[src/hw/usb_out_consts.svh]
`ifndef USB_OUT_CONSTS_SVH
`define USB_OUT_CONSTS_SVH

// Register byte offsets on the Avalon slave
`define OFF_CTRL_LOW       8'h14
`define OFF_CTRL_HIGH      8'h18
`define OFF_INT_STATUS     8'h20
`define OFF_INT_CLEAR      8'h24
`define OFF_INT_ENABLE     8'h28

// Low control byte fields
`define BIT_CLR_TOGGLE     7
`define BIT_STALL_SENT     6
`define BIT_STALL_REQ      5
`define BIT_FLUSH          4
`define BIT_DATA_ERR       3
`define BIT_OVERRUN        2
`define BIT_FIFO_FULL      1
`define BIT_PKT_READY      0

// High control byte fields
`define BIT_DOUBLE_BUF     7
`define BIT_ISO_EN         6

// Interrupt status / clear / enable fields
`define INT_W              3
`define INT_PKT_READY      0
`define INT_STALL          1
`define INT_OVERRUN        2
`define INT_RESET          3'h0

// Packet counter
`define PKT_CNT_W          2
`define PKT_CNT_ZERO       2'h0
`define PKT_CNT_ONE        2'h1

`endif

[src/hw/usb_out_pkg.sv]
package usb_out_pkg;

    typedef enum logic [1:0] {
        FL_IDLE  = 2'b00,
        FL_DRAIN = 2'b01,
        FL_DONE  = 2'b10
    } flush_state_t;

    typedef struct packed {
        logic [1:0] count;
    } tracker_state_t;

    typedef struct packed {
        logic         toggle;
        logic         stall_sent;
        logic         stall_req;
        logic         flush;
        logic         data_err;
        logic         overrun;
        logic         pkt_ready;
        logic         reload;
        logic         double_buf;
        logic         iso_en;
        flush_state_t fstate;
        logic         flush_pulse;
        logic [2:0]   int_status;
        logic [2:0]   int_enable;
        logic         ack;
        logic [31:0]  rdata;
    } ctrl_state_t;

endpackage : usb_out_pkg

[src/hw/out_packet_tracker.sv]
`timescale 1ns/1ps
`include "usb_out_consts.svh"

module out_packet_tracker
    import usb_out_pkg::*;
(
    input  wire logic       sys_clk,     // Core clock
    input  wire logic       rst,         // Async reset, active high
    input  wire logic       double_buf,  // Two packet slots when high
    input  wire logic       push,        // Packet stored in FIFO
    input  wire logic       pop,         // Oldest packet released
    output logic [1:0]      pkt_count,   // Packets held
    output logic            full         // No room for another packet
);

    tracker_state_t s_q;
    tracker_state_t s_d;

    // Full depends on the buffering mode
    assign pkt_count = s_q.count;
    assign full      = double_buf ? (s_q.count > `PKT_CNT_ONE)
                                  : (s_q.count != `PKT_CNT_ZERO);

    // Count up on store, down on release; both at once leaves it alone
    always_comb begin
        s_d = s_q;
        if (push && !full && !(pop && s_q.count != `PKT_CNT_ZERO)) begin
            s_d.count = s_q.count + `PKT_CNT_ONE;
        end else if (pop && !(push && !full) && s_q.count != `PKT_CNT_ZERO) begin
            s_d.count = s_q.count - `PKT_CNT_ONE;
        end
    end

    always_ff @(posedge sys_clk or posedge rst) begin
        if (rst) begin
            s_q <= '0;
        end else begin
            s_q <= s_d;
        end
    end

endmodule : out_packet_tracker

[src/hw/usb_out_endpoint_status_ctrl.sv]
`timescale 1ns/1ps
`include "usb_out_consts.svh"

// Overview of operation
// Writing one to clear-toggle zeroes the data toggle; strobe always reads zero.
// Stall-sent flag sets on every transmitted STALL, stays until software clears.
// Stall request makes the endpoint answer STALL while set.
// Each flush write of one discards only the next waiting packet.
// A flush resets the FIFO read pointer and clears out-packet-ready.
// Flush bit returns to zero by itself when the flush completes.
// Software should not flush a partly read packet; drain it by reading.
// ISO only: data-error sets on CRC or stuffing error, clears with packet-ready.
// ISO only: overrun sets when a packet is lost to a full FIFO.
// FIFO-full means two packets double buffered, one packet single buffered.
// Packet-ready sets when a packet is waiting; software clears after unloading.
// Interrupt raised when packet-ready sets and when a STALL is generated.
// ISO mode selected by the ISO enable bit; bulk and interrupt alike otherwise.
// Writing zero to clear-toggle or flush changes nothing.

module usb_out_endpoint_status_ctrl
    import usb_out_pkg::*;
#(
    parameter int ADDR_W = 8                          // Avalon byte address width
)(
    input  wire logic              sys_clk,           // Core clock, 250 MHz
    input  wire logic              rst,               // Async reset, active high
    // Avalon-MM slave
    input  wire logic [ADDR_W-1:0] avs_address,       // Byte address
    input  wire logic              avs_read,          // Read request
    input  wire logic              avs_write,         // Write request
    input  wire logic [31:0]       avs_writedata,     // Write data
    input  wire logic [3:0]        avs_byteenable,    // Byte lanes
    output logic [31:0]            avs_readdata,      // Read data
    output logic                   avs_waitrequest,   // Stall the master
    // Serial engine side
    input  wire logic              rx_pkt_valid,      // OUT data packet ended
    input  wire logic              rx_pkt_crc_err,    // With CRC or stuffing error
    input  wire logic              tx_stall_done,     // STALL handshake sent
    input  wire logic              toggle_advance,    // Toggle flips on good packet
    output logic                   send_stall,        // Answer tokens with STALL
    output logic                   data_toggle,       // Expected DATA0/DATA1
    output logic                   iso_mode,          // Isochronous endpoint
    output logic                   accept_packet,     // Room for a packet
    output logic                   fifo_rd_ptr_reset, // Drop next packet, rewind
    output logic                   out_fifo_full,     // FIFO-full indication
    output logic                   irq                // Level interrupt
);

    ctrl_state_t    s_q;
    ctrl_state_t    s_d;
    logic [1:0]     pkt_count;
    logic           pkt_store;
    logic           pkt_pop;
    logic           wr_en;
    logic           wr_low;
    logic           wr_high;
    logic           sw_clr_ready;
    logic           set_ready;
    logic           lost_pkt;
    logic [7:0]     low_byte;
    logic [7:0]     high_byte;
    logic [2:0]     int_events;

    // Address match on word-aligned offsets
    function automatic logic reg_hit(input logic [ADDR_W-1:0] addr,
                                     input logic [7:0]        off);
        reg_hit = (addr[ADDR_W-1:2] == off[ADDR_W-1:2]);
    endfunction : reg_hit

    // Packet accounting kept apart so the full rule lives in one place
    out_packet_tracker u_tracker (
        .sys_clk    (sys_clk),
        .rst        (rst),
        .double_buf (s_q.double_buf),
        .push       (pkt_store),
        .pop        (pkt_pop),
        .pkt_count  (pkt_count),
        .full       (out_fifo_full)
    );

    // One wait state: data is latched first, presented on the ack edge
    assign avs_waitrequest = (avs_read || avs_write) && !s_q.ack;
    assign avs_readdata    = s_q.rdata;
    assign wr_en           = avs_write && s_q.ack && avs_byteenable[0];
    assign wr_low          = wr_en && reg_hit(avs_address, `OFF_CTRL_LOW);
    assign wr_high         = wr_en && reg_hit(avs_address, `OFF_CTRL_HIGH);

    // Writing zero to the ready bit is how software hands a packet back
    assign sw_clr_ready    = wr_low && s_q.pkt_ready
                             && !avs_writedata[`BIT_PKT_READY];

    // Engine side handshake and status
    assign accept_packet   = !out_fifo_full;
    assign pkt_store       = rx_pkt_valid && !out_fifo_full
                             && (!rx_pkt_crc_err || s_q.iso_en);
    assign lost_pkt        = rx_pkt_valid && out_fifo_full && s_q.iso_en;
    assign pkt_pop         = sw_clr_ready || (s_q.fstate == FL_DRAIN
                                              && pkt_count != `PKT_CNT_ZERO);
    assign set_ready       = !s_q.pkt_ready
                             && ((pkt_store && pkt_count == `PKT_CNT_ZERO)
                                 || (s_q.reload && pkt_count != `PKT_CNT_ZERO));

    assign send_stall        = s_q.stall_req;
    assign data_toggle       = s_q.toggle;
    assign iso_mode          = s_q.iso_en;
    assign fifo_rd_ptr_reset = s_q.flush_pulse;
    assign irq               = |(s_q.int_status & s_q.int_enable);

    // Register images; clear-toggle reads zero
    always_comb begin
        low_byte = 8'h00;
        low_byte[`BIT_STALL_SENT] = s_q.stall_sent;
        low_byte[`BIT_STALL_REQ]  = s_q.stall_req;
        low_byte[`BIT_FLUSH]      = s_q.flush;
        low_byte[`BIT_DATA_ERR]   = s_q.data_err;
        low_byte[`BIT_OVERRUN]    = s_q.overrun;
        low_byte[`BIT_FIFO_FULL]  = out_fifo_full;
        low_byte[`BIT_PKT_READY]  = s_q.pkt_ready;
        high_byte = 8'h00;
        high_byte[`BIT_DOUBLE_BUF] = s_q.double_buf;
        high_byte[`BIT_ISO_EN]     = s_q.iso_en;
    end

    // Interrupt sources
    always_comb begin
        int_events = `INT_RESET;
        int_events[`INT_PKT_READY] = set_ready;
        int_events[`INT_STALL]     = tx_stall_done;
        int_events[`INT_OVERRUN]   = lost_pkt;
    end

    // Next state of the whole block
    always_comb begin
        s_d = s_q;
        s_d.flush_pulse = 1'b0;
        s_d.ack         = (avs_read || avs_write) && !s_q.ack;

        // Read data captured in the wait cycle; unmapped reads give zero
        if (avs_read && !s_q.ack) begin
            s_d.rdata = 32'h0000_0000;
            if (reg_hit(avs_address, `OFF_CTRL_LOW)) begin
                s_d.rdata[7:0] = low_byte;
            end else if (reg_hit(avs_address, `OFF_CTRL_HIGH)) begin
                s_d.rdata[7:0] = high_byte;
            end else if (reg_hit(avs_address, `OFF_INT_STATUS)) begin
                s_d.rdata[`INT_W-1:0] = s_q.int_status;
            end else if (reg_hit(avs_address, `OFF_INT_ENABLE)) begin
                s_d.rdata[`INT_W-1:0] = s_q.int_enable;
            end
        end

        // Low control byte writes
        if (wr_low) begin
            s_d.stall_req = avs_writedata[`BIT_STALL_REQ];
            if (!avs_writedata[`BIT_STALL_SENT]) begin
                s_d.stall_sent = 1'b0;
            end
            if (!avs_writedata[`BIT_OVERRUN]) begin
                s_d.overrun = 1'b0;
            end
            if (avs_writedata[`BIT_FLUSH]) begin
                s_d.flush = 1'b1;
            end
            if (sw_clr_ready) begin
                s_d.pkt_ready = 1'b0;
                s_d.data_err  = 1'b0;
                s_d.reload    = 1'b1;
            end
        end

        // High control byte: buffering and transfer type
        if (wr_high) begin
            s_d.double_buf = avs_writedata[`BIT_DOUBLE_BUF];
            s_d.iso_en     = avs_writedata[`BIT_ISO_EN];
        end

        // Interrupt enable and write-one-to-clear status
        if (wr_en && reg_hit(avs_address, `OFF_INT_ENABLE)) begin
            s_d.int_enable = avs_writedata[`INT_W-1:0];
        end
        if (wr_en && reg_hit(avs_address, `OFF_INT_CLEAR)) begin
            s_d.int_status = s_q.int_status & ~avs_writedata[`INT_W-1:0];
        end

        // Data toggle: flips on good packets, clear strobe wins
        if (toggle_advance) begin
            s_d.toggle = !s_q.toggle;
        end
        if (wr_low && avs_writedata[`BIT_CLR_TOGGLE]) begin
            s_d.toggle = 1'b0;
        end

        // Flush sequence; a packet is dropped one per request
        unique case (s_q.fstate)
            FL_IDLE: begin
                if (s_q.flush) begin
                    s_d.fstate = FL_DRAIN;
                end
            end
            FL_DRAIN: begin
                s_d.flush_pulse = (pkt_count != `PKT_CNT_ZERO);
                s_d.pkt_ready   = 1'b0;
                s_d.data_err    = 1'b0;
                s_d.reload      = 1'b1;
                s_d.fstate      = FL_DONE;
            end
            FL_DONE: begin
                s_d.flush  = 1'b0;
                s_d.fstate = FL_IDLE;
            end
            default: begin
                s_d.fstate = FL_IDLE;
            end
        endcase

        // Re-arm ready only once the counter has settled after a release
        if (s_q.reload && !pkt_pop && s_q.fstate != FL_DRAIN) begin
            s_d.reload = 1'b0;
        end

        // Hardware sets placed last so a same-cycle clear loses, except ready, which loses to the flush drain clear
        if (set_ready && s_q.fstate != FL_DRAIN) begin
            s_d.pkt_ready = 1'b1;
        end
        if (pkt_store && rx_pkt_crc_err && s_q.iso_en) begin
            s_d.data_err = 1'b1;
        end
        if (lost_pkt) begin
            s_d.overrun = 1'b1;
        end
        if (tx_stall_done) begin
            s_d.stall_sent = 1'b1;
        end
        s_d.int_status = s_d.int_status | int_events;
    end

    // Single state register
    always_ff @(posedge sys_clk or posedge rst) begin
        if (rst) begin
            s_q <= '0;
        end else begin
            s_q <= s_d;
        end
    end

endmodule : usb_out_endpoint_status_ctrl

[config.mk]
export PLATFORM = sky130hd
export DESIGN_NAME = usb_out_endpoint_status_ctrl
export DESIGN_NICKNAME = d
export VERILOG_FILES = /design/src/hw/usb_out_pkg.sv /design/src/hw/out_packet_tracker.sv /design/src/hw/usb_out_endpoint_status_ctrl.sv
export VERILOG_INCLUDE_DIRS = /design/src /design/src/hw
export SDC_FILE = /design/constraint.sdc
export NUM_CORES = 1
export LEC_CHECK = 0
export ABC_AREA = 0
export CORE_MARGIN = 5
export CORE_UTILIZATION = 32
export DETAILED_ROUTE_END_ITERATION = 7
export DONT_BUFFER_PORTS = 1
export GPL_ROUTABILITY_DRIVEN = 0
export GPL_TIMING_DRIVEN = 0
export SLEW_MARGIN = 20
export SYNTH_ARGS = -nofsm -noshare
export SYNTH_HDL_FRONTEND = slang
export SYNTH_SLANG_ARGS = --single-unit
[constraint.sdc]
create_clock -name sys_clk -period 1.7 [get_ports sys_clk]
set_clock_uncertainty 0.2 [all_clocks]
set_input_delay 0.17 -clock sys_clk [delete_from_list [all_inputs] [get_ports sys_clk]]
set_output_delay 0.17 -clock sys_clk [all_outputs]
set_load 0.01 [all_outputs]
==> results of run 1 <==
==> kinds of logic (layout without fill, tap and decap cells) <==
group | count (synthesis) | in the layout | synth area share, %
AO/OA/AOI/OAI | 24 | 24 | 10.2
XOR/XNOR | 3 | 3 | 1.58
adder cells (fa/ha/maj) | 2 | 2 | 1.51
buffers and inverters | 43 | 69 | 17.2
flip-flops | 30 | 30 | 45.2
multiplexers | 11 | 11 | 7.38
other | 1 | 24 | 0.226
AND/OR/NAND/NOR | 53 | 53 | 16.6
==> final timing paths <==
path | slack [ns] | from | endpoint
setup / recovery | -0.14 | u_tracker.pkt_count[1] | u_tracker.pkt_count[1]
hold / removal | 0.007 | avs_address[3] | avs_readdata[7]
setup reg to reg | -0.14 | u_tracker.pkt_count[1] | u_tracker.pkt_count[1]
hold reg to reg | 0.25 | s_q[41] | s_q[40]
max in group asynchronous | 0.68 | rst | low_byte[6]
min in group asynchronous | 0.22 | rst | data_toggle
==> Yosys cell counts (all sizes together) <==
cell | n | area share (%)
o21ai | 11 | 3.3
nor2 | 10 | 2.7
nor2b | 1 | 0.38
buf | 34 | 15
a222oi | 1 | 0.60
conb | 1 | 0.23
a22o | 1 | 0.53
nor3 | 1 | 0.30
and3 | 2 | 0.75
xnor2 | 3 | 1.6
dfrtp | 30 | 45
mux2i | 1 | 0.60
nand2b | 5 | 1.9
and3b | 1 | 0.53
a21o | 2 | 0.90
inv | 8 | 1.8
clkbuf | 1 | 0.23
a22oi | 4 | 1.8
a21oi | 1 | 0.30
or3 | 1 | 0.38
nor3b | 2 | 0.90
mux2 | 10 | 6.8
nor4b | 1 | 0.90
or4b | 2 | 1.4
a41oi | 1 | 1.7
ha | 2 | 1.5
nand3 | 5 | 1.5
nand2 | 22 | 5.0
a31oi | 3 | 1.1
==> timing repair <==
| item | 4_1_cts | 5_1_grt |
|---|---|---|
| gates cloned | 0 | 0 |
| endpoints found under the setup margin | 10 | 8 |
| setup buffers | 2 | 1 |
| resized for setup | 5 | 3 |
| hold endpoints to repair | 50 | 0 |
| hold buffers | 15 | 0 |
| pin swaps | 3 | 2 |
==> layer usage <==
layer | part of all wire, % | routed length [µm] | global-route usage, %
met4 | 1.9 | 69 | 5.48
met5 | 0 | 0 | 0
met3 | 9.1 | 332 | 5.15
met1 | 40 | 1450 | 13.4
met2 | 49 | 1780 | 19.4
==> metrics by stage <==
| step | hold slack (ns) | worst slack (ns) |
|---|---|---|
| after floorplan | 0.0608 | -0.0422 |
| after global placement | 0.0657 | -0.205 |
| after detailed placement | -0.0262 | -0.223 |
| after CTS | 0.00614 | -0.188 |
| after global routing | 0.0324 | -0.204 |
| final | 0.00666 | -0.143 |
==> flip-flops by register name, indices dropped and copies added, names as in the netlist <==
signal               cells
send_stall               1
iso_mode                 1
u_tracker.pkt_count      2
avs_readdata             8
fifo_rd_ptr_reset        1
data_toggle              1
low_byte                 5
s_q                     10
high_byte                1
==> report_power, final <==
group,switching (µW),total (µW),internal (µW)
Combinational,285,553,267
Clock,264,672,408
Sequential,93.2,913,820
==> area by class of cell <==
| class | instances | area (µm²) |
|---|---|---|
| plain buffers | 35 | 256 |
| clock buffers | 8 | 110 |
| fillers | 528 | 2910 |
| inverters | 8 | 30.0 |
| multi-input cells | 117 | 761 |
| flip-flops and latches | 30 | 751 |
| well taps | 70 | 87.6 |
| repair buffers | 18 | 173 |
==> critical path, cell delays in order (launching register included) <==
cell and delay [ns]:
dfrtp_1 0.39, inv_2 0.06, ha_1 0.12, and3b_2 0.23, nor4b_4 0.24, buf_4 0.18
nand2_2 0.05, mux2_4 0.27, nand3_2 0.06
==> impl_results.md, run 1 <==
* Max-cap viol count at 0
* Proportion of layout cells with a drive suffix above 1 at between 30% and 40%
* Pin count of the biggest net entering global routing at 31
* Vias per cell at approximately 4.2
* Global-route wire length before repair at about 5.8 mm
* Post-Place Cell Area at between 0.0015 and 0.002 mm²
* Sequential fraction of the synthesis area at about 45%
* Fmax at approximately 0.54 GHz
* Antenna violations before repair at 0
* Max-slew violation count at 0
* Die height at 82.1 µm
* DRC errors left at 0
* Hold path depth at 3
* Status: complete, but fails checks
* LEAKAGE at 0.00106 µW
* Final worst-path cycle share at 108%
* Yosys cell types at 32
* Die width at 82.1 µm
* All-Layer GR Usage at 11.9%
* Vias post-DR at between 1000 and 1500
* Final setup vio count at 6
* Crit path capture type: flop
* Cell area after layout at roughly 0.0022 mm²
* Final setup TNS at -0.514 ns
* Final ANT Viol Nets at 0
* HPWL after DPL at 2.77 mm
* Post-Route WL at between 3 and 4 mm
* Mean Syn Cell Area at approximately 10 µm²
* Yosys warns at 0
* Final hold vios at 0
* Root Driver: clkbuf_8
* Worst Path Arrival at roughly 1.9 ns
* Clock Latency Late Sink at approximately 0.28 ns
* Final WS setup at -0.143 ns
* Most common cell after layout, fill and taps aside: buf_4
* Row count at 26
* Required @ worst endpoint at around 1.7 ns
* Unrepaired setup endpoints after global routing: true
* Pwr dens at 986 mW/mm²
* WL/cell at around 13 µm
* IO Count at 92
* CP max FO at 5
* Worst-Margin Slew at between 0.6 and 0.7 ns
* CTS buffer count at 5
* Vias in the first global route at approximately 1200
* Die area at 0.00673 mm²
* Final Non-Filler Cells at 286
* Port-buffer cells at 0
* Final Util at a little over two fifths
* Min cycle time layout at between 1.5 and 2 ns
* HP Class: input pin to flop
* H-tree Lvls at 2
* Slew margin rel. at around three fifths
* DR iter-0 viols at 40
* Gate Count Post-Synth at approximately 170
* Register clock-pin slew on the reported worst setup and hold paths at approximately 0.06 ns
* TritonCTS clock tree: done
* Max Root-Sink Buffers at 2
* Number of diodes at 0
* Clock sink count at 30
* Worst setup path class: flop to flop
* Fin nets at ~270
* Total gr overflow at 0
* R2R cell count at 8
* FF+latch count, synth at 30
* Failing checks: negative setup slack
* Design Power at roughly 2100 µW
* Starting Density at 32.7%
* Placed Instances at 260
* Commonest cells after routing, fill and taps aside: buf_4 (36), dfrtp_1 (30), conb_1 (24), nand2_1 (21), dlygate4sd3_1 (15)
* Synthesized cell area at about 0.0017 mm²
* Area grow syn2layout at 30.5%
* Setup crit start kind: flop
* VDD IR max at between 300 and 400 µV
* Total iterations of the first detailed-routing run at 4
* CORE AREA at between 0.005 and 0.006 mm²
(Power assumes the default switching activity.)
==> run 2: changes to the inputs <==
- CELL_PAD_IN_SITES_DETAIL_PLACEMENT: unset -> 0
- CELL_PAD_IN_SITES_GLOBAL_PLACEMENT: unset -> 1
- PLACE_DENSITY_LB_ADDON: unset -> 0.1
==> run 2 against run 1 <==
Net effect:
- via count grew 0.50%
- worst setup slack lost 0.050 ns
- combinational power grew 34%
- global-route usage grew 1.0 points
- fmax shrank 2.6%
- design area grew 3.8%
- hold slack gained 0.011 ns
- non-clock buffer count grew 4
- power grew 6.0%
- cell count grew 1.4%
- the flow still finishes with violations (negative setup slack)
==> impl_results.md, run 2 (synthesis gave the netlist of run 1 again) <==
* LEAKAGE at 0.00108 µW (+1.9%)
* Antenna violations before repair at 0 (unchanged)
* HPWL after DPL at 2.99 mm (+8.0%)
* Max reg flops at 10 (unchanged)
* Total iterations of the first detailed-routing run at 4 (unchanged)
* H-tree Lvls at 2 (unchanged)
* Die width at 82.1 µm (unchanged)
* Final Util at 44.3% (+1.6 points)
* Vias in the first global route at 1259 (+7.0%)
* HP Class: input pin to flop
* Final ANT Viol Nets at 0 (unchanged)
* Crit Reg-Reg Startpoint: u_tracker.pkt_count[1]
* Max-cap viol count at 0 (unchanged)
* Final WS setup at -0.192 ns (-0.0495 ns)
* Unrepaired setup endpoints after global routing: true
* Final hold vios at 0 (unchanged)
* DR iter-0 viols at 30 (-25%)
* Final worst-path cycle share at 111% (+2.9 points)
* Proportion of layout cells with a drive suffix above 1 at 37.3% (+3.9 points)
* Dpl ws at -0.324 ns (-0.101 ns)
* Starting Density at 32.7% (unchanged)
* Hold Crit Endpoint: avs_readdata[7]
* TritonCTS clock tree: done
* Final setup vio count at 7 (+1)
* FILL cells at 536 (+1.5%)
* Register area at 751 µm² (unchanged)
* FF-to-FF End: u_tracker.pkt_count[0]
* Reg2reg setup slack at -0.19 ns (-0.05 ns)
* Pin count of the biggest net entering global routing at 31 (unchanged)
* Min cycle time layout at 1.89 ns (+0.0495 ns)
* Worst setup path class: flop to flop
* WL/cell at 13.8 µm (+8.5%)
* CTS buffer count at 5 (unchanged)
* Row count at 26 (unchanged)
* Max-slew violation count at 0 (unchanged)
* Die height at 82.1 µm (unchanged)
* Number of diodes at 0 (unchanged)
* CORE AREA at 0.00507 mm² (unchanged)
* Die area at 0.00673 mm² (unchanged)
* Register clock-pin slew on the reported worst setup and hold paths at 0.07 ns (about the same)
* Global-route wire length before repair at 6.35 mm (+9.9%)
* Clock sink count at 30 (unchanged)
* Post-Route WL at 3.99 mm (+10%)
* All-Layer GR Usage at 12.9% (+1.0 points)
* VDD IR max at 526 µV (+71%)
* Total gr overflow at 0 (unchanged)
* R2R cell count at 8 (unchanged)
* DRC errors left at 0 (unchanged)
* Required @ worst endpoint at 1.70 ns (-0.02 ns)
* Pwr dens at 1010 mW/mm² (+2.2%)
* Most common cell after layout, fill and taps aside: buf_4
* CP max FO at 5 (unchanged)
* Commonest cells after routing, fill and taps aside: buf_4 (38), dfrtp_1 (30), conb_1 (24), nand2_1 (22), dlygate4sd3_1 (15)
* Failing checks: negative setup slack
* Port-buffer cells at 0 (unchanged)
* Most flop-heavy register: s_q
* Crit path capture type: flop
* Fmax at 0.529 GHz (-2.6%)
* Slew margin rel. at 57.1% (-2.1 points)
* Hold path depth at 3 (unchanged)
* Fin nets at 273 (+1.5%)
* Design Power at 2270 µW (+6.0%)
* Area grow syn2layout at 35.4%
* Setup crit start kind: flop
* Vias per cell at 4.19 (-0.89%)
* Clock Latency Late Sink at 0.28 ns (about the same)
* Status: complete, but fails checks
* Root Driver: clkbuf_8
* Worst-Margin Slew at 0.643 ns (+0.0319 ns)
* Vias post-DR at 1214 (+0.50%)
* Max Root-Sink Buffers at 2 (unchanged)
* IO Count at 92 (unchanged)
* Worst Path Arrival at 1.90 ns (+0.03 ns)
* Hold_sp: avs_address[3]
* Area taken by multi-input logic gates at 821 µm² (+7.9%)
==> run 2: report_power, final <==
part | switching, µW | leakage (µW) | internal [µW]
sequential | 107 | 0.000391 | 820
clock | 275 | 0.0000482 | 326
combinational | 365 | 0.000637 | 375
==> run 2: how the worst max path moves through the flow <==
stage,start,slack (ns),depth (start not counted),endpoint
2_1_floorplan,u_tracker.pkt_count[1],-0.04,7,u_tracker.pkt_count[1]
5_1_grt,u_tracker.pkt_count[1],-0.31,8,low_byte[0]
3_5_place_dp,u_tracker.pkt_count[1],-0.32,7,avs_readdata[1]
4_1_cts,u_tracker.pkt_count[1],-0.24,7,low_byte[0]
3_3_place_gp,u_tracker.pkt_count[1],-0.28,7,avs_readdata[1]
6_report,u_tracker.pkt_count[1],-0.19,8,u_tracker.pkt_count[0]
==> run 2: final cells by class <==
| type | count | area share, % |
|---|---|---|
| inverters | 8 | 1.45 |
| clock inverters | 1 | 0.222 |
| repair buffers | 22 | 9.34 |
| clock buffers | 7 | 3.84 |
| multi-input cells | 117 | 36.5 |
| flip-flops and latches | 30 | 33.4 |
| plain buffers | 35 | 11.4 |
| well taps | 70 | 3.89 |
==> run 2: stage by stage <==
step	hold WS, ns	TNS, ns	instance area [µm²]	cells
after floorplan	0.0608	-0.0773	1780	190
after global placement	0.0680	-1.37	1870	260
after detailed placement	-0.0166	-1.76	1870	260
after CTS	0.0108	-1.06	2190	287
after global routing	0.0280	-1.61	2250	290
final	0.0173	-1.01	2250	290
==> run 2: worst max-delay path, cell delays in order (launching register included) <==
cell and delay [ns]:
dfrtp_1 0.39, inv_2 0.09, buf_6 0.10, ha_4 0.14, nor2_4 0.05, nor4b_4 0.39, buf_4 0.19, xnor2_2 0.12
xnor2_1 0.13
==> run 2: what timing repair did <==
| item | in CTS | in global routing |
|---|---|---|
| hold buffers | 15 | 0 |
| endpoints found under the setup margin | 10 | 9 |
| hold endpoints to repair | 50 | 0 |
| cloned | 0 | 0 |
| pin swaps | 5 | 5 |
| buffers inserted | 4 | 3 |
| gates resized for setup | 14 | 9 |
==> run 2: layer usage <==
layer | GRT usage, % | vias up | wire [µm]
met5 | 0 | - | 0
met2 | 20.8 | 40 | 1950
li1 | - | 610 | -
met4 | 4.65 | 0 | 80
met1 | 15.8 | 556 | 1650
met3 | 4.93 | 8 | 319
==> run 3: changes to the inputs <==
- MAX_ROUTING_LAYER: unset -> met4
==> run 3 against run 2 <==
Net effect:
- the flow still finishes with violations (negative setup slack)
- wire length is essentially flat
- sequential power hardly changed
- clock power is essentially flat
- via count hardly changed
- register-to-register slack barely moved
- critical path type unchanged
- worst setup slack got worse by 0.0014 ns
- combinational power about the same
- critical path depth stayed put
- highest routed layer unchanged
- design area unchanged
- sequential cell count did not move
==> impl_results.md, run 3 (synthesis gave the netlist of run 1 again) <==
* Final ANT Viol Nets at 0 (unchanged)
* Fmax at 0.528 GHz (about the same)
* Min cycle time layout at 1.89 ns (+0.00144 ns)
* Design Power at 2270 µW (about the same)
* Most common cell after layout, fill and taps aside: buf_4
* Vias per cell at 4.19 (about the same)
* VDD IR max at 526 µV (-0.13%)
* All-Layer GR Usage at 13.3% (+0.37 points)
* Die height at 82.1 µm (unchanged)
* Starting Density at 32.7% (unchanged)
* CTS buffer count at 5 (unchanged)
* GR Util met2 at 20.8% (unchanged)
* Sw frac at 32.9% (about the same)
* Post-Route WL at 3.99 mm (about the same)
* Clock Latency Late Sink at 0.28 ns (about the same)
* Antenna violations before repair at 0 (unchanged)
* FILL cells at 536 (unchanged)
* Pin count of the biggest net entering global routing at 31 (unchanged)
* Slew margin rel. at 57.5% (+0.45 points)
* Failing checks: negative setup slack
* Worst Path Arrival at 1.90 ns (about the same)
* Final worst-path cycle share at 111% (about the same)
* Fin nets at 273 (unchanged)
* Area taken by multi-input logic gates at 821 µm² (unchanged)
* TritonCTS clock tree: done
* Worst-Margin Slew at 0.636 ns (-0.00672 ns)
* Pwr dens at 1010 mW/mm² (about the same)
* Hold path depth at 3 (unchanged)
* Number of diodes at 0 (unchanged)
* Crit path capture type: flop
* Area grow syn2layout at 35.4% (unchanged)
* Global-route wire length before repair at 6.35 mm (unchanged)
* Total iterations of the first detailed-routing run at 4 (unchanged)
* Final setup TNS at -1.00 ns (+0.0127 ns)
* R2R cell count at 8 (unchanged)
* Clk pwr share at 26.5% (about the same)
* IO Count at 92 (unchanged)
* Final setup vio count at 7 (unchanged)
* WL/cell at 13.8 µm (about the same)
* DR iter-0 viols at 35 (+17%)
* CORE AREA at 0.00507 mm² (unchanged)
* Setup crit start kind: flop
* Register clock-pin slew on the reported worst setup and hold paths at 0.07 ns (about the same)
* Final hold vios at 0 (unchanged)
* Required @ worst endpoint at 1.70 ns (about the same)
* Commonest cells after routing, fill and taps aside: buf_4 (38), dfrtp_1 (30), conb_1 (24), nand2_1 (22), dlygate4sd3_1 (15)
* Die area at 0.00673 mm² (unchanged)
* DRC errors left at 0 (unchanged)
* Status: complete, but fails checks
* Max reg flops at 10 (unchanged)
* Sequential share of power at 40.9% (about the same)
* Die width at 82.1 µm (unchanged)
* Max-cap viol count at 0 (unchanged)
* Worst setup path class: flop to flop
* Psw at 745 µW (about the same)
* Proportion of layout cells with a drive suffix above 1 at 37.3% (unchanged)
* GRT met3 Usage at 4.71% (-0.22 points)
* Max-slew violation count at 0 (unchanged)
* HPWL after DPL at 2.99 mm (unchanged)
* Root Driver: clkbuf_8
* Clock sink count at 30 (unchanged)
* Grt met1 use at 15.9% (+0.14 points)
* Logic pwr share at 32.6% (about the same)
* Total gr overflow at 0 (unchanged)
* Int Pwr at 1520 µW (about the same)
* Most flop-heavy register: s_q
* Gr busiest metal: met2
* Vias post-DR at 1215 (+0.082%)
* Final Util at 44.3% (unchanged)
* Unrepaired setup endpoints after global routing: true
* Max Root-Sink Buffers at 2 (unchanged)
* H-tree Lvls at 2 (unchanged)
* LEAKAGE at 0.00108 µW (unchanged)
* Vias in the first global route at 1259 (unchanged)
* HP Class: input pin to flop
* Port-buffer cells at 0 (unchanged)
* CP max FO at 5 (unchanged)
* Final WS setup at -0.194 ns (-0.00144 ns)
* Register area at 751 µm² (unchanged)
* Row count at 26 (unchanged)
-- run 3: cell counts in the layout (fill, tap and decap cells not counted) --
Identical to the previous run, type by type.
-- run 3: layer usage --
metal / routed length [µm] / part of all wire, %
met5: 0 / 0
met3: 286 / 7.2
met4: 80 / 2.0
met2: 1930 / 48
met1: 1690 / 42
-- run 3: power by group through the flow --
| stage | Sequential (µW) | Clock (µW) | Combinational, µW |
|---|---|---|---|
| 3_5_place_dp | 935 | 0 | 474 |
| 3_3_place_gp | 930 | 0 | 455 |
| 4_1_cts | 927 | 620 | 631 |
| 2_1_floorplan | 906 | 0 | 399 |
| 6_report | 927 | 601 | 738 |
| 5_1_grt | 944 | 654 | 803 |
-- run 3: critical path, cell delays in order (launching register included) --
cell and delay [ns]:
dfrtp_1 0.39, inv_2 0.09, buf_6 0.10, ha_4 0.14
nor2_4 0.05, nor4b_4 0.39, buf_4 0.19, xnor2_2 0.12
xnor2_1 0.13
-- run 3: stage by stage --
step | cell area [µm²] | cells | worst slack (ns) | hold slack (ns)
5_1_grt | 2250 | 290 | -0.313 | 0.0280
3_3_place_gp | 1870 | 260 | -0.283 | 0.0680
4_1_cts | 2190 | 287 | -0.242 | 0.0108
3_5_place_dp | 1870 | 260 | -0.324 | -0.0166
2_1_floorplan | 1780 | 190 | -0.0422 | 0.0608
6_report | 2250 | 290 | -0.194 | 0.0105
-- run 3: path summary, 6_finish.rpt --
kind                                         from                endpoint  slack, ns
min in group asynchronous                     rst                 s_q[32]       0.23
max in group asynchronous                     rst                 s_q[35]       0.65
min reg2reg                               s_q[41]                 s_q[40]       0.26
max                        u_tracker.pkt_count[1]  u_tracker.pkt_count[0]      -0.19
max reg2reg                u_tracker.pkt_count[1]  u_tracker.pkt_count[0]      -0.19
min                                avs_address[3]         avs_readdata[7]       0.01
-- run 3: timing repair --
item | 4_1_cts | 5_1_grt
resized for setup | 14 | 9
pin swaps | 5 | 5
hold buffers | 15 | 0
buffers inserted | 4 | 3
endpoints found under the hold margin | 50 | 0
endpoints found under the setup margin | 10 | 9
-- run 3: area by class of cell --
cell class,count,share of cell area [%]
Multi-Input combinational cell,117,36.5
Clock buffer,7,3.84
Buffer,35,11.4
Tap cell,70,3.89
Inverter,8,1.45
Sequential cell,30,33.4
Clock inverter,1,0.222
Timing Repair Buffer,22,9.34
